--- config.mk ---
export PLATFORM = sky130hd
export DESIGN_NAME = emb_strobes
export DESIGN_NICKNAME = d
export VERILOG_FILES = /design/src/design/emb_strobes.v
export VERILOG_INCLUDE_DIRS = /design/src /design/src/design
export SDC_FILE = /design/constraint.sdc
export NUM_CORES = 1
export LEC_CHECK = 0
export BUFFER_PORTS_ARGS = -buffer_cell sky130_fd_sc_hd__buf_4
export CORE_ASPECT_RATIO = 0.5
export CORE_UTILIZATION = 52
export CTS_BUF_LIST = sky130_fd_sc_hd__clkbuf_8
export CTS_CLUSTER_SIZE = 24
export DETAILED_ROUTE_END_ITERATION = 12
export HOLD_SLACK_MARGIN = 0.02
export PLACE_DENSITY = 0.81
export SETUP_SLACK_MARGIN = 0.02
export SLEW_MARGIN = 20
export SYNTH_ARGS = -nofsm -noshare
export SYNTH_HDL_FRONTEND = slang
export SYNTH_SLANG_ARGS = --single-unit
--- constraint.sdc ---
create_clock -name clock -period 2.1 [get_ports clock]
set_input_delay 0.42 -clock clock [delete_from_list [all_inputs] [get_ports clock]]
set_output_delay 0.42 -clock clock [all_outputs]
set_load 0.01 [all_outputs]
--- src/design/emb_defs.vh ---
// Purpose: constants for the external memory bus strobe generator
// Assumes: one clock, one machine cycle = 12 oscillator states of one clock each
// Notes: each phase count is in clock cycles
`ifndef EMB_DEFS_VH
`define EMB_DEFS_VH
`define EMB_CYC_LEN 4'hC
`define EMB_ALE_A 4'h0
`define EMB_ALE_B 4'h6
`define EMB_FETCH_A 4'h2
`define EMB_FETCH_B 4'h8
`define EMB_STROBE_LEN 4'h3
`define EMB_INT_LIMIT 16'h8000
`define EMB_PH_IDLE 2'h0
`define EMB_PH_ADDR 2'h1
`define EMB_PH_DATA 2'h2
`endif

--- src/design/emb_strobes.v ---
// Purpose: pin timing of the external program and data memory bus
// Assumes: the core gives pc, a data move request with address and write data
// Notes: one machine cycle is twelve clocks; a data move takes the second machine cycle
//   the address latch keeps pulsing during internal execution; there is no quiet mode
//   with the select strapped high, a pc that crosses the internal limit mid-strobe ends that strobe at once
//
// What this block does
// - program fetch strobe reads external code; address on port 0 and port 2
// - strobe pulses twice per machine cycle while fetching externally
// - an external data move drops two fetch strobe pulses
// - strobe stays high when no external fetch runs
// - data pointer moves put the high address byte on port 2
// - write strobe on port 3 bit 6 during external data writes
// - read strobe on port 3 bit 7 during external data reads
// - address latch pulses every six clocks except in the data half of a data move
// - port 0 carries low address first, then data
// - external access select latched at reset; internal fetch only below 32768
`timescale 1ns/10ps
`include "emb_defs.vh"
module emb_strobes #(
  parameter AW = 16
) (
  clock,
  rst_b,
  external_access_select,
  pc,
  move_req,
  move_write,
  move_wide,
  move_addr,
  move_wdata,
  port0_in,
  move_ack,
  move_rdata,
  program_fetch_strobe_b,
  ale,
  wr_b,
  rd_b,
  port0_out,
  port0_oe,
  port2_out
);
  input wire clock;
  input wire rst_b;
  input wire external_access_select;
  input wire [AW-1:0] pc;
  input wire move_req;
  input wire move_write;
  input wire move_wide;
  input wire [AW-1:0] move_addr;
  input wire [7:0] move_wdata;
  input wire [7:0] port0_in;
  output reg move_ack;
  output reg [7:0] move_rdata;
  output reg program_fetch_strobe_b;
  output reg ale;
  output reg wr_b;
  output reg rd_b;
  output reg [7:0] port0_out;
  output reg port0_oe;
  output reg [7:0] port2_out;

  reg [3:0] state_reg;
  reg in_reset_reg;
  reg ext_sel_reg;
  reg move_reg;
  reg mv_write_reg;
  reg mv_wide_reg;
  reg [AW-1:0] mv_addr_reg;
  reg [7:0] mv_wdata_reg;
  wire ext_fetch;
  wire cyc_end;
  wire strobe_start;
  wire [3:0] rel;
  wire hold;
  wire ale_slot;
  wire strobe_stop;
  wire data_slot;
  wire read_sample;

  // fetch goes outside when strapped low, or when pc reaches the internal limit
  assign ext_fetch = ~ext_sel_reg | (pc >= `EMB_INT_LIMIT);
  assign cyc_end = (state_reg == (`EMB_CYC_LEN - 4'h1));
  assign strobe_start = (state_reg == `EMB_FETCH_A) | (state_reg == `EMB_FETCH_B);
  // offset inside the half cycle, used to time the strobes
  assign rel = (state_reg >= `EMB_ALE_B) ? (state_reg - `EMB_ALE_B) : state_reg;
  // the cycle after release is held as well, so counter and pins restart together
  // and the first fetch strobe always follows a latch pulse with its address
  assign hold = ~rst_b | in_reset_reg;
  // latch slots at the start of each half cycle
  assign ale_slot = (state_reg == `EMB_ALE_A) | (state_reg == `EMB_ALE_B);
  // a fetch strobe closes three clocks after it opens, in either half
  assign strobe_stop = (rel >= (`EMB_FETCH_A + `EMB_STROBE_LEN));
  // data strobe window: one clock into the data half, three clocks long
  assign data_slot = (state_reg >= `EMB_ALE_B) & (rel >= 4'h1) & (rel <= `EMB_STROBE_LEN);
  // read data is taken while the read strobe is still low, one clock before it rises
  assign read_sample = move_reg & ~mv_write_reg &
                       (state_reg == (`EMB_ALE_B + `EMB_STROBE_LEN));

  // strap capture: the select pin is sampled while reset is held, kept afterwards
  always @(posedge clock) begin
    in_reset_reg <= ~rst_b;
    if (!rst_b) begin
      ext_sel_reg <= external_access_select;
    end
  end

  // machine cycle counter: twelve clocks, restarted by reset and the cycle after it
  always @(posedge clock) begin
    if (hold) begin
      state_reg <= 4'h0;
    end else begin
      state_reg <= cyc_end ? 4'h0 : state_reg + 4'h1;
    end
  end

  // move capture: a move occupies one whole machine cycle and is taken only at
  // the boundary; a request standing at the end of a move waits one fetch cycle
  always @(posedge clock) begin
    if (hold) begin
      move_reg <= 1'b0;
      mv_write_reg <= 1'b0;
      mv_wide_reg <= 1'b0;
      mv_addr_reg <= {AW{1'b0}};
      mv_wdata_reg <= 8'h00;
    end else if (cyc_end) begin
      move_reg <= move_req & ~move_reg;
      mv_write_reg <= move_write;
      mv_wide_reg <= move_wide;
      mv_addr_reg <= move_addr;
      mv_wdata_reg <= move_wdata;
    end
  end

  // acknowledge: one clock at the end of the move's machine cycle
  always @(posedge clock) begin
    if (hold) begin
      move_ack <= 1'b0;
    end else begin
      move_ack <= cyc_end & move_reg;
    end
  end

  // read data: kept until the next read, so the core may pick it up late
  always @(posedge clock) begin
    if (hold) begin
      move_rdata <= 8'h00;
    end else if (read_sample) begin
      move_rdata <= port0_in;
    end
  end

  // address latch pulse at each half cycle start; the data half of a move stays quiet
  always @(posedge clock) begin
    if (hold) begin
      ale <= 1'b0;
    end else begin
      ale <= ale_slot & ~(move_reg & (state_reg == `EMB_ALE_B));
    end
  end

  // fetch strobe: low three clocks from each fetch slot; a move or internal
  // execution leaves it high, so code memory never sees a stray read
  always @(posedge clock) begin
    if (hold) begin
      program_fetch_strobe_b <= 1'b1;
    end else if (move_reg) begin
      program_fetch_strobe_b <= 1'b1;
    end else if (!ext_fetch) begin
      program_fetch_strobe_b <= 1'b1;
    end else if (strobe_start) begin
      program_fetch_strobe_b <= 1'b0;
    end else if (strobe_stop) begin
      program_fetch_strobe_b <= 1'b1;
    end
  end

  // data strobes only inside a move's data half
  always @(posedge clock) begin
    if (hold) begin
      wr_b <= 1'b1;
      rd_b <= 1'b1;
    end else begin
      wr_b <= ~(move_reg & mv_write_reg & data_slot);
      rd_b <= ~(move_reg & ~mv_write_reg & data_slot);
    end
  end

  // port 2: high address byte; internal execution leaves the last value standing
  always @(posedge clock) begin
    if (hold) begin
      port2_out <= 8'h00;
    end else if (move_reg) begin
      port2_out <= mv_wide_reg ? mv_addr_reg[AW-1:8] : 8'h00;
    end else if (ext_fetch) begin
      port2_out <= pc[AW-1:8];
    end
  end

  // port 0: low address for the latch first, then data or a released bus
  always @(posedge clock) begin
    if (hold) begin
      port0_out <= 8'h00;
      port0_oe <= 1'b0;
    end else if (move_reg) begin
      if (state_reg < `EMB_ALE_B) begin
        // address half: the latch captures this byte
        port0_out <= mv_addr_reg[7:0];
        port0_oe <= 1'b1;
      end else begin
        // data half: drive only for a write, a read leaves the bus to memory
        port0_out <= mv_wdata_reg;
        port0_oe <= mv_write_reg;
      end
    end else if (ext_fetch) begin
      port0_out <= pc[7:0];
      port0_oe <= (rel < 4'h2);
    end else begin
      port0_oe <= 1'b0;
    end
  end
endmodule

==> summary.md, run 1 <==
| Metric | Value |
|---|---|
| Status | `complete, no violations` |
| Clock Sinks | `between 60 and 70` |
| CTS Hold Bufs | `0` |
| Layout net count | `437` |
| Sequential share of the synthesized area | `between 40 and 50%` |
| Post-layout util | `71.5%` |
| Final Cell Area | `0.00353 mm²` |
| H-tree depth | `3` |
| Wire per inst | `13.4 µm` |
| CP most frequent cell | `or3_1` |
| Max Slew Vio Count | `0` |
| Tmin final | `roughly 1.8 ns` |
| Async SR Flop Fraction | `0%` |
| Non-Filler Instances | `roughly 450` |
| Clock transition at the registers of the reported paths | `0.07 ns` |
| Gate Count Post-Synth | `~300` |
| First-pass GRT wire length | `9370 µm` |
| Crit-path max cell delay | `0.49 ns` |
| Crit path cell chain | `inv_1 > ha_1 > or3_1 > nand4b_1 > a31oi_1 > or3_1` |
| Post-CTS setup buffers | `0` |
| Layout area overhead | `31.9%` |
| # placed instances | `around 440` |
| Layout cells sized above 1 | `33.3%` |
| Count of final setup violators | `0` |
| Synth top area share | `a little under half` |
| Total Power | `0.00244 W` |
| FILL cells | `~370` |
| Worst Skew | `0.00808 ns` |
| Final setup TNS | `0 ns` |
| R2r setup slk | `0.26 ns` |
| Worst vdd ir | `295 µV` |
| Port Buf Inserts | `83` |
| Post-CTS resize count | `0` |
| Crit path DAT | `between 2 and 2.5 ns` |
| DP Area | `between 0.003 and 0.004 mm²` |
| Initial antenna violation count | `0` |
| Relative slew margins | `around two thirds` |
| Largest register FFs | `16` |
| RSZ-0062 raised after global routing | `false` |
| Number of flops mapped to enable cells by yosys | `1` |
| Maxcap violations | `0` |
| Antenna diodes | `0` |
| Routed vias | `2,300` |
| Die Y | `52.7 µm` |
| CTS Buf Count | `9` |
| Period utilisation layout | `~90%` |
| Largest net degree at the start of global routing | `between 40 and 50` |
| Worst min path class | `in2reg` |
| Post-route antenna net violation count | `0` |
| YS warnings | `0` |
| Mean Syn Cell Area | `9.03 µm²` |
| #FFs+latches synth | `between 60 and 70` |
| Grt ovf | `0` |
| Critical path peak fanout | `8` |
| Longest Clk Path Bufs | `2` |
| Area of the core | `between 0.004 and 0.005 mm²` |
| Vias per cell | `5.10` |
| Most common cell after layout, fill and taps aside | `buf_4` |
| Reg2Reg Depth | `6` |
| Most frequent cells in the layout | `buf_4, dfxtp_1, nand2_1` |
| Hold path depth | `1` |
| Placement Rows | `18` |
| All-layer global routing usage | `23.2%` |
| Routability Congestion | `0.818` |
| First DRT Iteration DRCs | `just over 60` |
| # DRC | `0` |
| 1st-pass router iterations | `4` |
| Worst path required time | `2.33 ns` |
| Total wire length | `6050 µm` |
| Leak pwr | `1.47 nW` |
| Ys flop type | `dfxtp_1` |
| Mapped cell area | `between 0.002 and 0.003 mm²` |
| Worst setup path class | `reg2reg` |
| Startpoint types | `flip-flop` |
| Die X | `just over 100 µm` |
| Vias in the first global route | `~2,100` |
| Post-DP HPWL | `4120 µm` |
| I/O Pins | `84` |
| Area contributors post-synth | `dfxtp_1, mux2i_1, nand2_1, a21oi_1, mux2_2` |
| Worst skew pair latency | `0.34 ns` |
| Final Hold Fails | `0` |
| Power Density | `692 mW/mm²` |
| CTS root buf | `clkbuf_8` |
| Die ar. | `roughly 0.0055 mm²` |
| Peak Freq | `543 MHz` |
| Post-synth cell types | `39` |
| Synth area leader | `dfxtp_1` |
| Critical Path End Type | `flip-flop` |
| Slowest CP cell | `dfxtp_1` |
| Initial core utilization | `54.2%` |
| Worst Max-Slew Pin Slew | `0.527 ns` |
| Net count after synthesis | `355` |
| TritonCTS clock tree | `built` |
==> kinds of logic (layout without fill, tap and decap cells) <==
logic type,after synthesis,in the layout,synth area share (%)
muxes,33,33,12.7
DFF,63,63,47.5
AOI/OAI and AO/OA,55,55,12.1
buffers and inverters,25,110,4.91
xor gates and xnor gates,1,1,0.328
adders and majority gates,5,5,2.34
and+or+nand+nor,114,114,20.0
==> cell type report <==
class                           count  area (µm²)  area share [%]
Multi-Input combinational cell    208        1280            36.2
Timing Repair Buffer               92         691            19.6
Tap cell                           70        87.6            2.48
Inverter                            4        15.0           0.426
Sequential cell                    63        1270            36.1
Clock inverter                      4        47.5            1.35
Clock buffer                       10         138            3.90
==> critical path: cells and delay by family (launching register included) <==
family          cells  cell delay [ns]
buf+inv             1             0.13
fa+ha+maj           1             0.26
simple gates        3             0.78
compound gates      1             0.08
flops               1             0.49
==> final timing paths <==
check                         start                      to
min          external_access_select             ext_sel_reg
max reg2reg            state_reg[0]  program_fetch_strobe_b
min reg2reg         mv_wdata_reg[7]         mv_wdata_reg[7]
max                    state_reg[0]  program_fetch_strobe_b
==> stage by stage <==
step	setup slack, ns	hold slack, ns
detailed placement	0.328	0.448
global placement	0.444	0.443
CTS	0.262	0.257
finish	0.257	0.265
global route	0.182	0.254
floorplan	0.484	0.422
==> Yosys cell counts, drive strengths merged, types with 5 or more instances <==
cell type,n
mux2i,25
mux2,8
a21oi,31
nor2,23
clkbuf,8
nand3,8
buf,13
nor3,5
a211oi,8
o21ai,9
and2,7
ha,5
nand2,57
dfxtp,62
==> metal layers <==
layer	share of wire [%]	vias to the layer above	global-route usage, %
li1	-	1169	-
met3	5.8	13	6.13
met4	1.9	0	11.5
met5	0	-	0
met1	43	1047	26.1
met2	49	71	41.3
==> report_power, final <==
| group | switching [W] | internal, W | total, W |
|---|---|---|---|
| Combinational | 0.0000822 | 0.000125 | 0.000207 |
| Sequential | 0.0000141 | 0.00122 | 0.00123 |
| Clock | 0.000439 | 0.000562 | 0.00100 |
No activity file was read; power rests on OpenSTA's default activity.
==> run 2: changes to the inputs <==
ABC_AREA = 1   (was default)
CORE_UTILIZATION = 53   (was 52)
PLACE_DENSITY = 0.82   (was 0.81)
SLEW_MARGIN = default   (was 20)
==> summary.md, run 2 <==
| Metric | Value |
|---|---|
| Status | `complete, no violations` |
| Register share of total power | `46.7% (-3.8 points)` |
| Die X | `103 µm (-0.48%)` |
| Power Density | `737 mW/mm² (+6.4%)` |
| Clock power share | `45.5% (+4.5 points)` |
| Reg2Reg Depth | `6 (unchanged)` |
| Post-CTS setup buffers | `0 (unchanged)` |
| Total Power | `0.00264 W (+8.0%)` |
| Relative slew margins | `58.4% (-6.4 points)` |
| Crit path cell chain | `inv_2 > nor2_1 > nand3_2 > inv_2 > nor2_1 > nor2_1` |
| Area contributors post-synth | `dfxtp_1, nand2_1, a21oi_1, o21ai_0, nand3_2` |
| Net count after synthesis | `405 (+14%)` |
| Most frequent cells in the layout | `buf_4, nand2_1, dfxtp_1` |
| Leak pwr | `1.53 nW (+3.7%)` |
| Worst Skew | `0.00615 ns (-0.00192 ns)` |
| Gate Count Post-Synth | `346 (+17%)` |
| I/O Pins | `84 (unchanged)` |
| Most common cell in the netlist | `nand2_1` |
| Final Hold Fails | `0 (unchanged)` |
| First DRT Iteration DRCs | `155 (+150%)` |
| Post-synth cell types | `26 (-33%)` |
| Largest register FFs | `16 (unchanged)` |
| Clock transition at the registers of the reported paths | `0.07 ns (about the same)` |
| # placed instances | `485 (+11%)` |
| Most common cell after layout, fill and taps aside | `buf_4` |
| 1st-pass router iterations | `5 (+1)` |
| Final Cell Area | `0.00358 mm² (+1.5%)` |
| Critical path peak fanout | `13 (+5)` |
| Largest family of logic cells by synthesized area | `simple AND/OR/NAND/NOR gates` |
| Wire per inst | `13.7 µm (+2.1%)` |
| Min-Delay Endpoint | `ext_sel_reg` |
| Antenna diodes | `0 (unchanged)` |
| Synth area leader | `dfxtp_1` |
| Routed vias | `2,626 (+14%)` |
| Initial core utilization | `58.2% (+4.0 points)` |
| Worst path required time | `2.38 ns (+0.05 ns)` |
| Maxcap violations | `0 (unchanged)` |
| All-layer global routing usage | `28.4% (+5.2 points)` |
| TritonCTS clock tree | `built` |
| Area of the core | `0.00464 mm² (-6.0%)` |
| Post-synthesis adder-cell area fraction | `2.32% (-0.022 points)` |
| Slowest CP cell | `dfxtp_1` |
| Post-layout util | `77.1% (+5.7 points)` |
| Async SR Flop Fraction | `0% (unchanged)` |
| Routability Congestion | `0.834 (+2.0%)` |
| Worst setup path class | `reg2reg` |
| YS warnings | `0 (unchanged)` |
| Post-CTS resize count | `0 (unchanged)` |
| Post-synthesis mux area share | `0% (-13 points)` |
| CTS Buf Count | `9 (unchanged)` |
| Post-DP HPWL | `4710 µm (+14%)` |
| Initial antenna violation count | `0 (unchanged)` |
| Vias per cell | `5.24 (+2.8%)` |
| # DRC | `0 (unchanged)` |
| Worst skew pair latency | `0.35 ns (about the same)` |
| Crit-path max cell delay | `0.49 ns (about the same)` |
| Worst min path class | `in2reg` |
| Port Buf Inserts | `83 (unchanged)` |
| Layout cells sized above 1 | `31.3% (-2.1 points)` |
| Power Internal | `0.00206 W (+8.0%)` |
| Largest net degree at the start of global routing | `25 (-40%)` |
| Longest Clk Path Bufs | `2 (unchanged)` |
| Critical Path End Type | `flip-flop` |
| Synth Area in Simple Gates | `23.3% (+3.3 points)` |
| Crit path DAT | `1.74 ns (-0.33 ns)` |
| Hold path depth | `1 (unchanged)` |
| Hold Startpoint | `external_access_select` |
| Startpoint types | `flip-flop` |
| Max Slew Vio Count | `0 (unchanged)` |
| Gate power share | `7.8% (-0.7 points)` |
| CTS Hold Bufs | `0 (unchanged)` |
| Reg2Reg Capture Point | `move_rdata[5]` |
| R2r setup slk | `0.64 ns (+0.38 ns)` |
| Die Y | `52.5 µm (-0.46%)` |
| Tmin final | `1.46 ns (-0.379 ns)` |
| Ys flop type | `dfxtp_1` |
| Non-Filler Instances | `501 (+11%)` |
| #FFs+latches synth | `63 (unchanged)` |
| Layout net count | `489 (+12%)` |
| Mean Syn Cell Area | `7.80 µm² (-14%)` |
| Placement Rows | `17 (-1)` |
| FILL cells | `343 (-7.8%)` |
| RSZ-0062 raised after global routing | `false` |
| Layout area overhead | `32.5%` |
| Xor and xnor area share after synthesis | `0.325% (-0.0030 points)` |
| Number of flops mapped to enable cells by yosys | `1 (unchanged)` |
| First-pass GRT wire length | `11,100 µm (+18%)` |
| Total wire length | `6870 µm (+13%)` |
| DP Area | `0.00335 mm² (+0.19%)` |
| H-tree depth | `3 (unchanged)` |
| Switching Share | `22.0% (+0.024 points)` |
| Net load switching power | `0.000579 W (+8.1%)` |
| Reg2reg start | `move_reg` |
| Final setup TNS | `0 ns (unchanged)` |
| Sequential share of the synthesized area | `47.1% (-0.44 points)` |
| Synth top cells by count | `nand2_1, dfxtp_1, a21oi_1` |
| Mapped cell area | `0.00270 mm² (+0.94%)` |
| Post-route antenna net violation count | `0 (unchanged)` |
| Compound-gate portion of the synthesized area | `18.3% (+6.1 points)` |
| Peak Freq | `683 MHz (+26%)` |
| Vias in the first global route | `2,430 (+14%)` |
| Worst Max-Slew Pin Slew | `0.624 ns (+0.0968 ns)` |
| CP most frequent cell | `nor2_1` |
| Grt ovf | `0 (unchanged)` |
| Clock Sinks | `63 (unchanged)` |
| Die ar. | `0.00540 mm² (-0.94%)` |
| Synth top area share | `46.0% (-0.43 points)` |
| CTS root buf | `clkbuf_8` |
| Period utilisation layout | `69.7% (-18 points)` |
| Count of final setup violators | `0 (unchanged)` |
| Worst vdd ir | `440 µV (+49%)` |
## run 2: cell types whose count changed in the layout (fill, tap and decap cells not counted), moves of 11 or more
cell     before  now
o21ai_0       9   27
nand3_2       0   11
nand2_1      57   88
nor2_1       14   25
mux2i_1      25    0
a21oi_2       0   11
inv_1         4   29
## run 2: worst max-delay path: cells and delay by family (launching register included)
family / cells / cell delay [ns]
simple gates: 4 / 0.55
buf+inv: 2 / 0.36
flops: 1 / 0.49
## run 2: cell type report
cell class	instances	area, µm²	area share, %
Clock buffer	11	151	4.23
Clock inverter	5	78.8	2.20
Inverter	33	124	3.46
Multi-Input combinational cell	233	1190	33.4
Sequential cell	63	1270	35.5
Tap cell	66	82.6	2.31
Timing Repair Buffer	90	676	18.9
## run 2: worst max-delay path by stage
stage	start	end
2_1_floorplan	state_reg[1]	mv_addr_reg[0]
3_3_place_gp	pc[15]	port0_out[2]
3_5_place_dp	pc[15]	port0_out[3]
4_1_cts	move_reg	move_rdata[3]
5_1_grt	move_reg	move_rdata[5]
6_report	move_reg	move_rdata[5]
## run 2: layer usage
layer	part of all wire (%)	up-vias	GRT usage, %
li1	-	1299	-
met1	42	1209	32.2
met2	49	107	49.3
met3	7.2	11	10.1
met4	1.4	0	11.5
met5	0	-	0
## run 2: through the flow
stage | hold WS (ns) | setup slack [ns]
2_1_floorplan | 0.407 | 0.719
3_3_place_gp | 0.439 | 0.558
3_5_place_dp | 0.440 | 0.468
4_1_cts | 0.236 | 0.653
5_1_grt | 0.237 | 0.499
6_report | 0.248 | 0.636
## run 2: power by group through the flow
stage / clock (W) / combinational, W / sequential, W
after detailed placement: 0 / 0.000203 / 0.00126
final: 0.00120 / 0.000205 / 0.00123
after floorplan: 0 / 0.0000748 / 0.00126
after global routing: 0.00128 / 0.000226 / 0.00123
after CTS: 0.00121 / 0.000205 / 0.00123
after global placement: 0 / 0.000197 / 0.00126
## run 2: cells by family after synthesis
family | Yosys count
AO/OA/AOI/OAI | 86
XOR/XNOR | 1
adder cells (fa/ha/maj) | 5
buffers and inverters | 50
flip-flops | 63
AND/OR/NAND/NOR | 141
==> run 3: changes to the inputs <==
clock period = 1.4 ns   (was 2.1 ns; I/O delays follow)
==> summary.md, run 3 (synthesis results as in run 2) <==
| Metric | Value |
|---|---|
| Initial core utilization | `58.2% (unchanged)` |
| Max Slew Vio Count | `0 (unchanged)` |
| H-tree depth | `3 (unchanged)` |
| RSZ-0062 raised after global routing | `false` |
| Layout area overhead | `36.0%` |
| Wire per inst | `13.6 µm (-0.60%)` |
| Longest Clk Path Bufs | `2 (unchanged)` |
| Initial antenna violation count | `0 (unchanged)` |
| Largest register FFs | `16 (unchanged)` |
| Maxcap violations | `0 (unchanged)` |
| Worst vdd ir | `666 µV (+51%)` |
| Largest net degree at the start of global routing | `26 (+4.0%)` |
| Layout net count | `499 (+2.0%)` |
| Vias in the first global route | `2,407 (-0.95%)` |
| Status | `complete, no violations` |
| Antenna diodes | `0 (unchanged)` |
| Post-CTS setup buffers | `0 (unchanged)` |
| Net load switching power | `0.000902 W (+56%)` |
| Placement Rows | `17 (unchanged)` |
| CTS Buf Count | `9 (unchanged)` |
| Power Internal | `0.00288 W (+40%)` |
| Die ar. | `0.00540 mm² (unchanged)` |
| Hold Slack | `0.124 ns (-0.124 ns)` |
| Gate power share | `8.6% (+0.8 points)` |
| FILL cells | `330 (-3.8%)` |
| Most frequent cells in the layout | `buf_4, nand2_1, dfxtp_1` |
| Slowest CP cell | `dfxtp_4` |
| Leak pwr | `1.56 nW (+2.2%)` |
| 1st-pass router iterations | `5 (unchanged)` |
| Clock transition at the registers of the reported paths | `0.07 ns (about the same)` |
| Total wire length | `6960 µm (+1.4%)` |
| Switching Share | `23.9% (+1.9 points)` |
| Layout cells sized above 1 | `34.2% (+2.9 points)` |
| # DRC | `0 (unchanged)` |
| I/O Pins | `84 (unchanged)` |
| First DRT Iteration DRCs | `121 (-22%)` |
| CP most frequent cell | `nand2_1` |
| Post-DP HPWL | `4950 µm (+5.1%)` |
| Clock power share | `42.5% (-3.0 points)` |
| Die Y | `52.5 µm (unchanged)` |
| Final Hold Fails | `0 (unchanged)` |
| Die X | `103 µm (unchanged)` |
| Crit path DAT | `1.56 ns (-0.18 ns)` |
| Period utilisation layout | `95.7% (+26 points)` |
| TritonCTS clock tree | `built` |
| Critical path peak fanout | `5 (-8)` |
| Count of final setup violators | `0 (unchanged)` |
| Worst Skew | `0.00996 ns (+0.00381 ns)` |
| Post-route antenna net violation count | `0 (unchanged)` |
| Peak Freq | `747 MHz (+9.3%)` |
| Routed vias | `2,671 (+1.7%)` |
| Worst min path class | `in2reg` |
| Crit path cell chain | `inv_1 > ha_4 > nand2_1 > nand2_1 > nand2_1 > nand2_1 > nand3_1 > inv_1 > nand3_1` |
| Relative slew margins | `81.1% (+23 points)` |
| Most common cell after layout, fill and taps aside | `buf_4` |
| Worst setup path class | `reg2reg` |
| Vias per cell | `5.23 (-0.28%)` |
| Worst skew pair latency | `0.34 ns (about the same)` |
| All-layer global routing usage | `26.7% (-1.7 points)` |
| Total Power | `0.00378 W (+43%)` |
| Routability Congestion | `0.945 (+13%)` |
| Critical Path End Type | `flip-flop` |
| Startpoint types | `flip-flop` |
| CTS root buf | `clkbuf_8` |
| Worst Max-Slew Pin Slew | `0.284 ns (-0.340 ns)` |
| Area of the core | `0.00464 mm² (unchanged)` |
| Grt ovf | `0 (unchanged)` |
| Register share of total power | `48.8% (+2.1 points)` |
| Tmin final | `1.34 ns (-0.124 ns)` |
| Worst path required time | `1.62 ns (-0.76 ns)` |
| Clock Sinks | `63 (unchanged)` |
| First-pass GRT wire length | `10,700 µm (-3.4%)` |
| Cell family with most CP delay | `simple AND/OR/NAND/NOR gates` |
| Port Buf Inserts | `83 (unchanged)` |
| Bufs and invs on worst path | `2 (unchanged)` |
| Power Density | `1030 mW/mm² (+40%)` |
| Final setup TNS | `0 ns (unchanged)` |
| Crit-path max cell delay | `0.36 ns (-0.13 ns)` |
[run 3: final timing paths]
kind                   startpoint  depth (start not counted)  slack (ns)              end
hold / removal              rst_b                          2        0.12     in_reset_reg
hold reg to reg   mv_wdata_reg[7]                          2        0.46  mv_wdata_reg[7]
setup / recovery     state_reg[0]                          9        0.06             rd_b
setup reg to reg     state_reg[0]                          9        0.06             rd_b
[run 3: metal layers]
metal  part of all wire (%)  GRT usage (%)
met5                      0              0
met4                    1.1           10.3
met3                    6.4           6.53
met2                     47           45.2
met1                     46           33.1
[run 3: stage by stage]
step / setup WS, ns / util [%] / cells / cell area (µm²)
global route: 0.0114 / 79.1 / 511 / 3670
CTS: 0.0694 / 78.3 / 511 / 3630
floorplan: 0.166 / - / 346 / 2700
detailed placement: 0.0444 / 73.8 / 495 / 3420
global placement: 0.121 / 73.8 / 495 / 3420
finish: 0.0607 / 79.1 / 511 / 3670
[run 3: area by class of cell]
cell class | count | area, µm² | share of cell area [%]
flip-flops and latches | 63 | 1280 | 34.8
multi-input cells | 233 | 1220 | 33.3
repair buffers | 100 | 754 | 20.6
clock buffers | 10 | 138 | 3.75
inverters | 33 | 124 | 3.38
well taps | 66 | 82.6 | 2.25
clock inverters | 6 | 70.1 | 1.91
[run 3: what timing repair did]
action,in CTS,in global routing
resized for setup,1,12
pin swaps,0,0
setup endpoints to repair,1,21
hold buffers,0,0
[run 3: power by group through the flow]
stage	Combinational (W)	Sequential (W)	Clock, W
2_1_floorplan	0.000112	0.00189	0
3_3_place_gp	0.000313	0.00188	0
3_5_place_dp	0.000319	0.00188	0
4_1_cts	0.000322	0.00184	0.00162
5_1_grt	0.000358	0.00185	0.00169
6_report	0.000327	0.00184	0.00161
